`config.mk`:
```
export PLATFORM = sky130hd
export DESIGN_NAME = two_level_interrupt_ctrl
export DESIGN_NICKNAME = d
export VERILOG_FILES = /design/src/hdl/intc_pkg.sv /design/src/hdl/prio_pick.sv /design/src/hdl/two_level_interrupt_ctrl.sv
export SDC_FILE = /design/constraint.sdc
export NUM_CORES = 1
export LEC_CHECK = 0
export ABC_AREA = 1
export BUFFER_PORTS_ARGS = -buffer_cell sky130_fd_sc_hd__buf_2
export CAP_MARGIN = 30
export CORE_MARGIN = 8
export CORE_UTILIZATION = 25
export DETAILED_ROUTE_END_ITERATION = 10
export SKIP_CTS_REPAIR_TIMING = 1
export SKIP_LAST_GASP = 1
export SLEW_MARGIN = 30
export SYNTH_ARGS = -nofsm -noshare
export SYNTH_HDL_FRONTEND = slang
export SYNTH_SLANG_ARGS = --single-unit
```
`constraint.sdc`:
```
create_clock -name aclk -period 14.94 [get_ports aclk]
set_input_delay 1.494 -clock aclk [delete_from_list [all_inputs] [get_ports aclk]]
set_output_delay 1.494 -clock aclk [all_outputs]
set_load 0.05 [all_outputs]
```
`src/hdl/intc_pkg.sv`:
```
package intc_pkg;

  localparam int          N_SRC               = 5;
  localparam int          ADDR_W              = 8;
  localparam int          STACK_DEPTH         = 128;

  // Source bit positions, also the service order within one priority level
  localparam int          SRC_EXT0            = 0;
  localparam int          SRC_CNT0            = 1;
  localparam int          SRC_EXT1            = 2;
  localparam int          SRC_CNT1            = 3;
  localparam int          SRC_SER             = 4;

  // Entry points in code memory
  localparam logic [15:0] RESET_VECTOR        = 16'h0000;
  localparam logic [15:0] EXT_REQUEST0_VECTOR = 16'h0003;
  localparam logic [15:0] COUNT_UNIT0_VECTOR  = 16'h000B;
  localparam logic [15:0] EXT_REQUEST1_VECTOR = 16'h0013;
  localparam logic [15:0] COUNT_UNIT1_VECTOR  = 16'h001B;
  localparam logic [15:0] SERIAL_VECTOR       = 16'h0023;

  // Values after reset
  localparam logic [4:0]  ENABLE_RESET        = 5'h00;
  localparam logic [4:0]  PRIORITY_RESET      = 5'h00;
  localparam logic [7:0]  STACK_PTR_RESET     = 8'h07;
  localparam logic [2:0]  MASK_RESET          = 3'h0;

  // Register byte addresses
  localparam logic [7:0]  ADDR_ENABLE         = 8'h00;
  localparam logic [7:0]  ADDR_PRIORITY       = 8'h04;
  localparam logic [7:0]  ADDR_STATUS         = 8'h08;
  localparam logic [7:0]  ADDR_MASK           = 8'h0C;
  localparam logic [7:0]  ADDR_STATE          = 8'h10;
  localparam logic [7:0]  ADDR_FETCH          = 8'h14;

  // Status and mask bit positions
  localparam int          STAT_CALL           = 0;
  localparam int          STAT_RET            = 1;
  localparam int          STAT_HELD           = 2;

  localparam logic [1:0]  RESP_OKAY           = 2'h0;
  localparam logic [1:0]  RESP_SLVERR         = 2'h2;

  typedef enum logic [4:0] {
    ST_IDLE    = 5'b00001,
    ST_PUSH_LO = 5'b00010,
    ST_PUSH_HI = 5'b00100,
    ST_POP_HI  = 5'b01000,
    ST_POP_LO  = 5'b10000
  } seq_state_t;

  function automatic logic [15:0] vec_of(input logic [4:0] g);
    logic [15:0] v;
    v = RESET_VECTOR;
    if (g[SRC_EXT0]) v = EXT_REQUEST0_VECTOR;
    else if (g[SRC_CNT0]) v = COUNT_UNIT0_VECTOR;
    else if (g[SRC_EXT1]) v = EXT_REQUEST1_VECTOR;
    else if (g[SRC_CNT1]) v = COUNT_UNIT1_VECTOR;
    else if (g[SRC_SER]) v = SERIAL_VECTOR;
    return v;
  endfunction

endpackage

```
`src/hdl/prio_pick.sv`:
```
`timescale 1ns/10ps
module prio_pick
  import intc_pkg::*;
(
  input  wire logic [N_SRC-1:0] cand,
  output logic      [N_SRC-1:0] grant
);

  logic [N_SRC:0] lower;

  assign lower[0] = 1'b0;

  // Lowest index wins
  genvar i;
  generate
    for (i = 0; i < N_SRC; i++) begin : g_pick
      assign lower[i+1] = lower[i] | cand[i];
      assign grant[i]   = cand[i] & ~lower[i];
    end
  endgenerate

endmodule

```
`src/hdl/two_level_interrupt_ctrl.sv`:
```
`timescale 1ns/10ps
module two_level_interrupt_ctrl
  import intc_pkg::*;
(
  input  wire logic              aclk,
  input  wire logic              aresetn,
  input  wire logic              ce,
  input  wire logic [ADDR_W-1:0] s_axi_awaddr,
  input  wire logic              s_axi_awvalid,
  output logic                   s_axi_awready,
  input  wire logic [31:0]       s_axi_wdata,
  input  wire logic [3:0]        s_axi_wstrb,
  input  wire logic              s_axi_wvalid,
  output logic                   s_axi_wready,
  output logic [1:0]             s_axi_bresp,
  output logic                   s_axi_bvalid,
  input  wire logic              s_axi_bready,
  input  wire logic [ADDR_W-1:0] s_axi_araddr,
  input  wire logic              s_axi_arvalid,
  output logic                   s_axi_arready,
  output logic [31:0]            s_axi_rdata,
  output logic [1:0]             s_axi_rresp,
  output logic                   s_axi_rvalid,
  input  wire logic              s_axi_rready,
  input  wire logic              ext_req_pin0,
  input  wire logic              ext_req_pin1,
  input  wire logic              count_unit0_vector_req,
  input  wire logic              count_unit1_vector_req,
  input  wire logic              serial_req,
  input  wire logic              instr_done,
  input  wire logic              return_from_service_instr,
  input  wire logic [15:0]       pc_in,
  input  wire logic              sp_load,
  input  wire logic [7:0]        sp_load_data,
  output logic [15:0]            fetch_counter,
  output logic                   pc_load,
  output logic [N_SRC-1:0]       src_ack,
  output logic                   seq_busy,
  output logic [7:0]             stack_top_pointer,
  output logic [1:0]             in_service,
  output logic                   irq
);

  logic [N_SRC-1:0] en_r, prio_r, src_r, ack_r, req_all, cand_w, grant_w;
  logic [N_SRC-1:0] elig1_w, elig0_w;
  logic [1:0]       ext_s1_r, ext_s2_r, act_r;
  logic [2:0]       stat_r, mask_r, stat_set_w, stat_clr_w;
  logic [7:0]       sp_r, aw_addr_r, rd_addr_w;
  logic [15:0]      fc_r, ret_pc_r;
  logic [7:0]       stack_mem [STACK_DEPTH];
  logic [7:0]       pop_byte_w;
  logic             lvl_r, pc_load_r, irq_r, accept_w, busy_r;
  logic             awready_r, wready_r, bvalid_r, arready_r, rvalid_r;
  logic [1:0]       bresp_r, rresp_r;
  logic [31:0]      w_data_r, rdata_r, rd_data_w;
  logic             w_strb0_r, wr_fire_w, rd_fire_w, rd_ok_w;
  seq_state_t       st_r;

  // Pin synchronisers for the external request lines
  always_ff @(posedge aclk) begin
    if (!aresetn) begin
      ext_s1_r <= 2'h0;
      ext_s2_r <= 2'h0;
    end else if (ce) begin
      ext_s1_r <= {ext_req_pin1, ext_req_pin0};
      ext_s2_r <= ext_s1_r;
    end
  end

  assign req_all = {serial_req, count_unit1_vector_req, ext_s2_r[1], count_unit0_vector_req, ext_s2_r[0]};

  // Candidate selection by level and blocking
  assign elig1_w = req_all & en_r & prio_r & {N_SRC{~act_r[1]}};
  assign elig0_w = req_all & en_r & ~prio_r & {N_SRC{~act_r[1] & ~act_r[0]}};
  assign cand_w  = (|elig1_w) ? elig1_w : elig0_w;
  assign accept_w = (st_r == ST_IDLE) && instr_done && !return_from_service_instr
                    && (|cand_w);

  prio_pick u_pick (
    .cand  (cand_w),
    .grant (grant_w)
  );

  assign pop_byte_w = stack_mem[sp_r[6:0]];

  // Call and return sequencer
  always_ff @(posedge aclk) begin
    if (!aresetn) begin
      st_r      <= ST_IDLE;
      sp_r      <= STACK_PTR_RESET;
      fc_r      <= RESET_VECTOR;
      act_r     <= 2'h0;
      src_r     <= '0;
      lvl_r     <= 1'b0;
      ret_pc_r  <= 16'h0000;
      busy_r    <= 1'b0;
      pc_load_r <= 1'b0;
      ack_r     <= '0;
    end else if (ce) begin
      pc_load_r <= 1'b0;
      ack_r     <= '0;
      case (st_r)
        ST_IDLE: begin
          if (return_from_service_instr) begin
            st_r <= ST_POP_HI;
            busy_r <= 1'b1;
          end else if (accept_w) begin
            src_r    <= grant_w;
            lvl_r    <= |(grant_w & prio_r);
            ret_pc_r <= pc_in;
            st_r     <= ST_PUSH_LO;
            busy_r   <= 1'b1;
          end else if (sp_load) begin
            sp_r <= sp_load_data;
          end
        end
        ST_PUSH_LO: begin
          sp_r <= sp_r + 8'h01;
          st_r <= ST_PUSH_HI;
        end
        ST_PUSH_HI: begin
          sp_r       <= sp_r + 8'h01;
          fc_r       <= vec_of(src_r);
          pc_load_r  <= 1'b1;
          ack_r      <= src_r;
          act_r[lvl_r] <= 1'b1;
          busy_r     <= 1'b0;
          st_r       <= ST_IDLE;
        end
        ST_POP_HI: begin
          fc_r[15:8] <= pop_byte_w;
          sp_r       <= sp_r - 8'h01;
          st_r       <= ST_POP_LO;
        end
        ST_POP_LO: begin
          fc_r[7:0] <= pop_byte_w;
          sp_r      <= sp_r - 8'h01;
          pc_load_r <= 1'b1;
          busy_r    <= 1'b0;
          if (act_r[1]) begin
            act_r[1] <= 1'b0;
          end else begin
            act_r[0] <= 1'b0;
          end
          st_r <= ST_IDLE;
        end
        default: st_r <= ST_IDLE;
      endcase
    end
  end

  // On-chip stack, written at the pre-incremented pointer
  always_ff @(posedge aclk) begin
    if (ce && (st_r == ST_PUSH_LO)) begin
      stack_mem[7'(sp_r + 8'h01)] <= ret_pc_r[7:0];
    end else if (ce && (st_r == ST_PUSH_HI)) begin
      stack_mem[7'(sp_r + 8'h01)] <= ret_pc_r[15:8];
    end
  end

  // Bus write channel
  assign wr_fire_w = !awready_r && !wready_r && !bvalid_r;

  always_ff @(posedge aclk) begin
    if (!aresetn) begin
      awready_r <= 1'b1;
      wready_r  <= 1'b1;
      bvalid_r  <= 1'b0;
      bresp_r   <= RESP_OKAY;
      aw_addr_r <= 8'h00;
      w_data_r  <= 32'h0000_0000;
      w_strb0_r <= 1'b0;
    end else if (ce) begin
      if (awready_r && s_axi_awvalid) begin
        aw_addr_r <= s_axi_awaddr;
        awready_r <= 1'b0;
      end
      if (wready_r && s_axi_wvalid) begin
        w_data_r  <= s_axi_wdata;
        w_strb0_r <= s_axi_wstrb[0];
        wready_r  <= 1'b0;
      end
      if (wr_fire_w) begin
        bvalid_r <= 1'b1;
        bresp_r  <= (aw_addr_r == ADDR_ENABLE || aw_addr_r == ADDR_PRIORITY ||
                     aw_addr_r == ADDR_MASK) ? RESP_OKAY : RESP_SLVERR;
      end
      if (bvalid_r && s_axi_bready) begin
        bvalid_r  <= 1'b0;
        awready_r <= 1'b1;
        wready_r  <= 1'b1;
      end
    end
  end

  // Software control registers
  always_ff @(posedge aclk) begin
    if (!aresetn) begin
      en_r   <= ENABLE_RESET;
      prio_r <= PRIORITY_RESET;
      mask_r <= MASK_RESET;
    end else if (ce && wr_fire_w && w_strb0_r) begin
      case (aw_addr_r)
        ADDR_ENABLE:   en_r   <= w_data_r[N_SRC-1:0];
        ADDR_PRIORITY: prio_r <= w_data_r[N_SRC-1:0];
        ADDR_MASK:     mask_r <= w_data_r[2:0];
        default:       mask_r <= mask_r;
      endcase
    end
  end

  // Bus read channel
  assign rd_addr_w = s_axi_araddr;
  assign rd_fire_w = arready_r && s_axi_arvalid;

  always_comb begin
    rd_data_w = 32'h0000_0000;
    rd_ok_w   = 1'b1;
    case (rd_addr_w)
      ADDR_ENABLE:   rd_data_w[N_SRC-1:0] = en_r;
      ADDR_PRIORITY: rd_data_w[N_SRC-1:0] = prio_r;
      ADDR_STATUS:   rd_data_w[2:0] = stat_r;
      ADDR_MASK:     rd_data_w[2:0] = mask_r;
      ADDR_STATE:    rd_data_w[15:0] = {1'h0, st_r, act_r, sp_r};
      ADDR_FETCH:    rd_data_w[15:0] = fc_r;
      default:       rd_ok_w = 1'b0;
    endcase
  end

  always_ff @(posedge aclk) begin
    if (!aresetn) begin
      arready_r <= 1'b1;
      rvalid_r  <= 1'b0;
      rdata_r   <= 32'h0000_0000;
      rresp_r   <= RESP_OKAY;
    end else if (ce) begin
      if (rd_fire_w) begin
        rdata_r   <= rd_data_w;
        rresp_r   <= rd_ok_w ? RESP_OKAY : RESP_SLVERR;
        rvalid_r  <= 1'b1;
        arready_r <= 1'b0;
      end else if (rvalid_r && s_axi_rready) begin
        rvalid_r  <= 1'b0;
        arready_r <= 1'b1;
      end
    end
  end

  // Sticky status, cleared by read, set wins
  assign stat_set_w[STAT_CALL] = ce && (st_r == ST_PUSH_HI);
  assign stat_set_w[STAT_RET]  = ce && (st_r == ST_POP_LO);
  assign stat_set_w[STAT_HELD] = ce && act_r[1] && (|(req_all & en_r & ~prio_r));
  assign stat_clr_w = (rd_fire_w && rd_addr_w == ADDR_STATUS) ? 3'h7 : 3'h0;

  always_ff @(posedge aclk) begin
    if (!aresetn) begin
      stat_r <= 3'h0;
      irq_r  <= 1'b0;
    end else if (ce) begin
      stat_r <= (stat_r & ~stat_clr_w) | stat_set_w;
      irq_r  <= |(((stat_r & ~stat_clr_w) | stat_set_w) & mask_r);
    end
  end

  assign s_axi_awready     = awready_r;
  assign s_axi_wready      = wready_r;
  assign s_axi_bvalid      = bvalid_r;
  assign s_axi_bresp       = bresp_r;
  assign s_axi_arready     = arready_r;
  assign s_axi_rvalid      = rvalid_r;
  assign s_axi_rdata       = rdata_r;
  assign s_axi_rresp       = rresp_r;
  assign fetch_counter     = fc_r;
  assign pc_load           = pc_load_r;
  assign src_ack           = ack_r;
  assign seq_busy          = busy_r;
  assign stack_top_pointer = sp_r;
  assign in_service        = act_r;
  assign irq               = irq_r;
endmodule

```
==> flow_summary_export.csv, run 1 <==
group,metric,value,unit
status,status,"complete, no violations",
timing,final.setup.tns,0,ps
finish,nets,4420,
clock_tree,clock_tree.buffer_depth,3,
worst_setup_path,slowest_stage,"buf_4",
yosys,synth_top_area_cell,"edfxtp_1",
finish,syn_to_final_growth,14.21,%
global_route,overflow,0,
global_route,grt_max_degree,224,
global_route,use_met3,1.988,%
timing,hold_viol,0,
route,drt_wl_total,125.3,mm
worst_setup_path,crit_chain,"inv_6 > buf_4 > buf_4 > nand3_1 > nand3_1 > nand3_1 > nand2_1 > nand2_1 > nand3_1 > nand3_1 > nand2_1 > nand2_1 > nand2_1 > a21oi_1",
timing,setup_viol,0,
yosys,synth_cells,4298,
route,avgRoutedWirePerCell,18.06,µm
yosys,synth_top_cell_area_share,64.87,%
die,die_h,451.4,µm
placement,dpl.cell_count,6717,
timing,drv_slew,0,
global_route,grt_pass1_vias,30760,
die,dieArea,203800,µm²
worst_setup_path,r2r_slack,10270,ps
worst_setup_path,cp_max_fo,95,
clock_tree,clk_latency,710,ps
global_route,grt_pass1_wl,188.3,mm
placement,hpwl,71.12,mm
yosys,avgSynthCellArea,11.03,µm²
die,initial_core_util,25.05,%
placement,place.gp.congestion,0.8371,
route,drtPass1Iterations,5,
finish,drive_gt1_share,8.482,%
clock_tree,cts_made_buffers,116,
yosys,synth_common_cells,"nand2_1, edfxtp_1, nand3_1",
global_route,grt.busiest_layer,"met2",
clock_tree,cts_tree,"done",
worst_setup_path,arrival,5240,ps
timing,rsz0062_at_grt,"no",
timing,max_freq,214.2,MHz
timing,fin_skew,33.66,ps
die,die_w,451.4,µm
yosys,synth_area_leaders,"edfxtp_1, nand3_1, nand2_1",
die,ios,167,
timing,slew_headroom,33.49,%
finish,final_cells,6934,
min_path,hp-start,"aw_addr_r[0]",
die,core,189200,µm²
placement,io_buffers,118,
pwr,peakVddDrop,0.00009119,V
timing,final.period_utilization,31.24,%
worst_setup_path,ff2ff_path_depth,14,
yosys,synth_top_flop_cell,"edfxtp_1",
global_route,met2_usage,18.88,%
run,maxCapViolCount,0,
worst_setup_path,r2r_end,"fetch_counter[4]",
route,drtIter0Drc,3218,
min_path,hold_path.class,"flip-flop to flip-flop",
yosys,synth_cell_types,44,
timing,worst_slew_pin_slew,997.6,ps
pwr,power.leakage,19.04,nW
clock_tree,clkSinkCount,1149,
global_route,grtUsageTotal,11.67,%
worst_setup_path,critical_path_class,"flip-flop to flip-flop",
worst_setup_path,startpoint_type,"flip-flop",
worst_setup_path,critical_path.endpoint,"fetch_counter[4]",
global_route,grt_antenna_before_repair,2,
yosys,synth_edf_count,1024,
worst_setup_path,critPathCaptureType,"flip-flop",
route,vias_per_cell,4.647,
yosys,synth_warnings,0,
route,post-route-drc-count,0,
pwr,power.density,126.3,nW/µm²
yosys,syn_area,47400,µm²
yosys,async_reset_ff_share,0,%
route,vias,32220,
route,ant_nets,0,
worst_setup_path,cp.required,15510,ps
die,std_cell_rows,160,
clock_tree,cts_root_buf,"clkbuf_16",
global_route,grt_use_met1,15.81,%
yosys,yosysMostFrequentCell,"nand2_1",
clock_tree,cts_htree_levels,3,
yosys,ys_seq_elements,1149,
clock_tree,clk_pin_slew_worst_paths,60,ps
yosys,yosysSeqAreaShare,70.15,%
timing,fin_crit,4667,ps
worst_setup_path,cpPeakStageDelay,840,ps
## final cells by class
type | count | area [µm²]
sequential | 1149 | 33260
multi-input combinational | 2753 | 12360
tap | 2511 | 3142
clock inverter | 61 | 624.3
inverter | 136 | 531.8
clock buffer | 152 | 3143
timing repair buffer | 170 | 1066
antenna | 2 | 5.005
fill | 19270 | 135000
## layer usage
metal,wire [µm],part of all wire (%),vias up
met5,0,0,-
met4,4547,3.6,0
met3,8843,7.1,262
met2,58480,47,1239
met1,53380,43,15610
li1,-,-,15110
## through the flow
step	power, mW	hold WS (ps)	utilization (%)	cell area, µm²	setup WS (ps)
floorplan	3.854	423.6	-	47460	6946
global placement	4.002	441.3	26.59	50300	9842
detailed placement	4.005	444.8	26.59	50300	9734
CTS	6.873	454.6	28.58	54070	10290
global route	7.035	484.2	28.62	54130	10010
finish	6.837	448.0	28.62	54130	10270
## power breakdown
group          internal [mW]  leakage (nW)  switching [mW]  total [mW]
sequential              3.46          10.5          0.0149        3.47
combinational          0.119          6.70           0.354       0.473
clock                   1.68          1.84            1.21        2.89
## sequential cells by signal, indices dropped and copies added (netlist names), 2 cells and up, named ones only
signal             flops
en_r                   5
src_r                  5
aw_addr_r              8
ext_s2_r               2
stack_mem           1024
stat_r                 3
ret_pc_r              16
fetch_counter         16
in_service             2
w_data_r               5
mask_r                 3
src_ack                5
stack_top_pointer      8
prio_r                 5
ext_s1_r               2
st_r                   5
s_axi_rdata           16
## cells in the final DEF (no fill, tap or decap), types with 4 or more instances in the layout
| cell type | instances |
|---|---|
| o211ai_1 | 10 |
| inv_6 | 4 |
| bufinv_16 | 12 |
| buf_4 | 45 |
| o21ai_0 | 142 |
| nand3_2 | 4 |
| buf_2 | 118 |
| clkbuf_16 | 120 |
| inv_4 | 6 |
| a211oi_1 | 11 |
| o31ai_1 | 5 |
| a221oi_1 | 4 |
| nand2_2 | 5 |
| nand2_1 | 1171 |
| dfxtp_1 | 121 |
| nor3_1 | 9 |
| clkinv_2 | 17 |
| o21bai_1 | 9 |
| o21ai_1 | 6 |
| o22ai_1 | 15 |
| a21oi_1 | 107 |
| nand3_1 | 939 |
| inv_1 | 124 |
| clkinv_1 | 26 |
| edfxtp_1 | 1024 |
| nand4_1 | 17 |
| o21ai_4 | 8 |
| clkbuf_1 | 30 |
| nor2_2 | 5 |
| conb_1 | 18 |
| nor2_1 | 243 |
| xor2_1 | 5 |
## worst max-delay path, delay by kind of cell (launching register included)
family | cells | cell delay [ps]
and+or+nand+nor | 10 | 1460
AOI/OAI and AO/OA | 1 | 50
buffers and inverters | 3 | 2270
DFF | 1 | 510
## kinds of logic (layout without fill, tap and decap cells)
family | count (synthesis) | after routing | synth area share [%]
XOR/XNOR | 6 | 6 | 0.1109
AO/OA/AOI/OAI | 323 | 323 | 3.704
AND/OR/NAND/NOR | 2404 | 2404 | 21.86
other | 1 | 20 | 0.007912
flip-flops | 1149 | 1149 | 70.15
buffers and inverters | 413 | 519 | 4.110
adder cells (fa/ha/maj) | 2 | 2 | 0.05279
## how the worst min path moves through the flow
stage,endpoint,slack [ps],cells after the start
6_report,aw_addr_r[0],450,2
3_5_place_dp,aw_addr_r[0],440,2
2_1_floorplan,aw_addr_r[1],420,2
5_1_grt,aw_addr_r[0],480,2
3_3_place_gp,aw_addr_r[1],440,2
4_1_cts,aw_addr_r[0],450,2
Note: power is estimated with default switching activity, not from simulation.
==> run 2, diff against run 1 <==
--- a/config.mk
+++ b/config.mk
@@ -5,7 +5,7 @@
 export SDC_FILE = /design/constraint.sdc
 export NUM_CORES = 1
 export LEC_CHECK = 0
-export ABC_AREA = 1
+export ABC_AREA = 0
 export BUFFER_PORTS_ARGS = -buffer_cell sky130_fd_sc_hd__buf_2
 export CAP_MARGIN = 30
 export CORE_MARGIN = 8
==> constraint.sdc (replaced) <==
create_clock -name aclk -period 4.9 [get_ports aclk]
set_input_delay 0.49 -clock aclk [delete_from_list [all_inputs] [get_ports aclk]]
set_output_delay 0.49 -clock aclk [all_outputs]
set_load 0.05 [all_outputs]
==> run 2 against run 1 <==
Effect of this change:
- first-iteration DRC count down 26%
- sequential cell count unchanged
- count of clock-buffer cells in the layout down 10
- worst hold slack worse by 390 ps
- highest routed layer unchanged
- critical endpoint is now stack_mem[92][5]
- register-to-register slack worse by 9300 ps
- final cell count down 24%
- combinational power up 63%
- synthesized cell count down 39%
- fmax up 18%
- largest power group unchanged
- sequential share of layout area up 1.1 points
- largest cell class unchanged
==> flow_summary_export.csv, run 2 <==
group,metric,value,unit
pwr,power.density,378.0,nW/µm²
global_route,overflow,0,
finish,multiInputGateArea,11760,µm²
pwr,peakVddDrop,0.0002628,V
status,status,"complete, no violations",
finish,largest_reg_flops,1024,
pwr,p_total,20.11,mW
timing,slew_headroom,32.91,%
finish,largest-register,"stack_mem",
finish,drive_gt1_share,22.35,%
route,ant_nets,0,
route,drt_wl_total,115.0,mm
clock_tree,clkSinkCount,1149,
die,core,182700,µm²
clock_tree,cts_made_buffers,114,
clock_tree,cts_tree,"done",
die,die_h,444.2,µm
route,vias_per_cell,4.725,
timing,rsz0062_at_grt,"no",
die,initial_core_util,25.09,%
clock_tree,cts_root_buf,"clkbuf_16",
worst_setup_path,critPathLaunch,"stack_top_pointer[1]",
pwr,power.leakage,19.85,nW
global_route,grt_pass1_vias,24380,
placement,hpwl,74.05,mm
yosys,syn_area,45830,µm²
placement,io_buffers,118,
global_route,grt_antenna_before_repair,0,
timing,final.setup.tns,0,ps
finish,regArea,33260,µm²
yosys,synth_compound_area_share,5.323,%
worst_setup_path,startpoint_type,"flip-flop",
timing,fin_skew,34.55,ps
finish,nets,2871,
clock_tree,clk_pin_slew_worst_paths,60,ps
route,drtPass1Iterations,6,
worst_setup_path,slowest_stage,"nor2_1",
yosys,synth_top_cell_area_share,67.09,%
yosys,synth_top_flop_cell,"edfxtp_1",
timing,final.period_utilization,81.04,%
worst_setup_path,r2r_slack,930,ps
yosys,synth_cell_types,70,
worst_setup_path,cp_max_fo,11,
timing,fin_crit,3971,ps
timing,hold_viol,0,
worst_setup_path,cp.required,5210,ps
worst_setup_path,cpMostUsedCell,"nor2_1",
worst_setup_path,reg2reg_from,"stack_top_pointer[1]",
clock_tree,cts_htree_levels,3,
worst_setup_path,crit_chain,"ha_1 > and3_1 > nand3_1 > xor2_1 > nor2_1 > nand2_1 > nor2_1",
yosys,yosysMostFrequentCell,"edfxtp_1",
finish,final_common_cell,"edfxtp_1",
die,std_cell_rows,157,
global_route,grtUsageTotal,11.12,%
yosys,synth_mux_area_share,13.53,%
worst_setup_path,ff2ff_path_depth,7,
die,die_w,444.2,µm
clock_tree,clk_latency,700,ps
yosys,synth_area_leaders,"edfxtp_1, mux4_2, dfxtp_1",
clock_tree,clock_tree.buffer_depth,3,
global_route,grt_pass1_wl,167.9,mm
yosys,synth_fa_ha_area_share,0.05460,%
min_path,hold_depth,3,
timing,setup_viol,0,
die,ios,167,
finish,nFillCells,17980,
timing,max_freq,251.8,MHz
yosys,synth_cells,2607,
min_path,hp-start,"s_axi_wstrb[0]",
worst_setup_path,critical_path_class,"flip-flop to flip-flop",
placement,place.gp.congestion,0.8176,
worst_setup_path,critPathCaptureType,"flip-flop",
global_route,grt_max_degree,79,
timing,drv_slew,0,
yosys,synth-xor-area-share,0.2102,%
yosys,synth_warnings,0,
finish,final_cell_mix,"edfxtp_1, mux4_2, nor2_1",
yosys,avgSynthCellArea,17.58,µm²
min_path,hold_path.class,"primary input to flip-flop",
route,vias,24840,
yosys,synth_common_cells,"edfxtp_1, mux4_2, nor2_1",
route,avgRoutedWirePerCell,21.87,µm
worst_setup_path,arrival,4280,ps
yosys,async_reset_ff_share,0,%
run,maxCapViolCount,0,
yosys,yosysSeqAreaShare,72.55,%
yosys,synth_simple_gate_area_share,6.129,%
die,dieArea,197300,µm²
route,post-route-drc-count,0,
yosys,synth_edf_count,1024,
finish,antenna_cells,0,
finish,syn_to_final_growth,16.09,%
yosys,synth_top_family_by_area,"multiplexers",
route,drtIter0Drc,2388,
yosys,synth_top_area_cell,"edfxtp_1",
worst_setup_path,cpPeakStageDelay,830,ps
yosys,ys_seq_elements,1149,
timing,worst_slew_pin_slew,998.0,ps
## run 2: changes by cell type in the layout (fill, tap and decap cells not counted), moves of 39 or more
cell	change
o21ai_0	-107
inv_1	-115
nand2_1	-1033
nor2_1	-39
nand3_1	-893
a22oi_1	+64
mux4_2	+212
nor2b_1	+57
mux2i_1	+100
buf_4	+43
a21oi_1	-65
## run 2: kinds of logic (layout without fill, tap and decap cells)
| group | Yosys count | after routing |
|---|---|---|
| muxes | 335 | 335 |
| DFF | 1149 | 1149 |
| adders and majority gates | 2 | 2 |
| AOI/OAI and AO/OA | 338 | 338 |
| other | 1 | 18 |
| and+or+nand+nor | 585 | 585 |
| buffers and inverters | 186 | 434 |
| xor gates and xnor gates | 11 | 11 |
## run 2: metal layers
layer	vias to the layer above	GRT usage [%]	routed length, µm
li1	10760	-	-
met1	12940	15.25	49000
met2	981	17.98	54510
met3	161	2.105	8493
met4	0	3.213	2974
met5	-	0	0
## run 2: cell type report
class | count | share of cell area, %
multi-input cells | 1289 | 22.09
repair buffers | 214 | 2.681
well taps | 2385 | 5.608
inverters | 9 | 0.06349
flip-flops and latches | 1149 | 62.51
clock inverters | 69 | 1.300
clock buffers | 142 | 5.740
## run 2: final timing paths
kind                                          to
worst max register to register  stack_mem[92][5]
worst min-delay path                   w_strb0_r
worst min register to register      ret_pc_r[11]
worst max-delay path            stack_mem[92][5]
## run 2: worst max-delay path, delay by kind of cell, from the launching register on
kind | cells | cell delay, ps
simple gates | 5 | 2170
xor+xnor | 1 | 230
flops | 1 | 630
fa+ha+maj | 1 | 540
## run 2: report_power, final
part	switching (mW)	leakage, nW	internal [mW]
Clock	3.66	1.84	5.09
Sequential	0.0588	12.8	10.5
Combinational	0.513	5.22	0.259
Total	4.23	19.8	15.9
## run 2: per-stage QoR
step / util [%] / worst slack, ps / cell area [µm²] / instances / hold slack, ps
after floorplan: - / 1361 / 45900 / 2624 / 443.7
after global placement: 27.05 / 866.4 / 49410 / 5045 / 456.0
after detailed placement: 27.06 / 967.2 / 49440 / 5046 / 462.7
after CTS: 29.11 / 953.2 / 53190 / 5257 / 20.87
after global routing: 29.13 / 720.7 / 53210 / 5257 / 46.81
final: 29.13 / 929.1 / 53210 / 5257 / 61.87
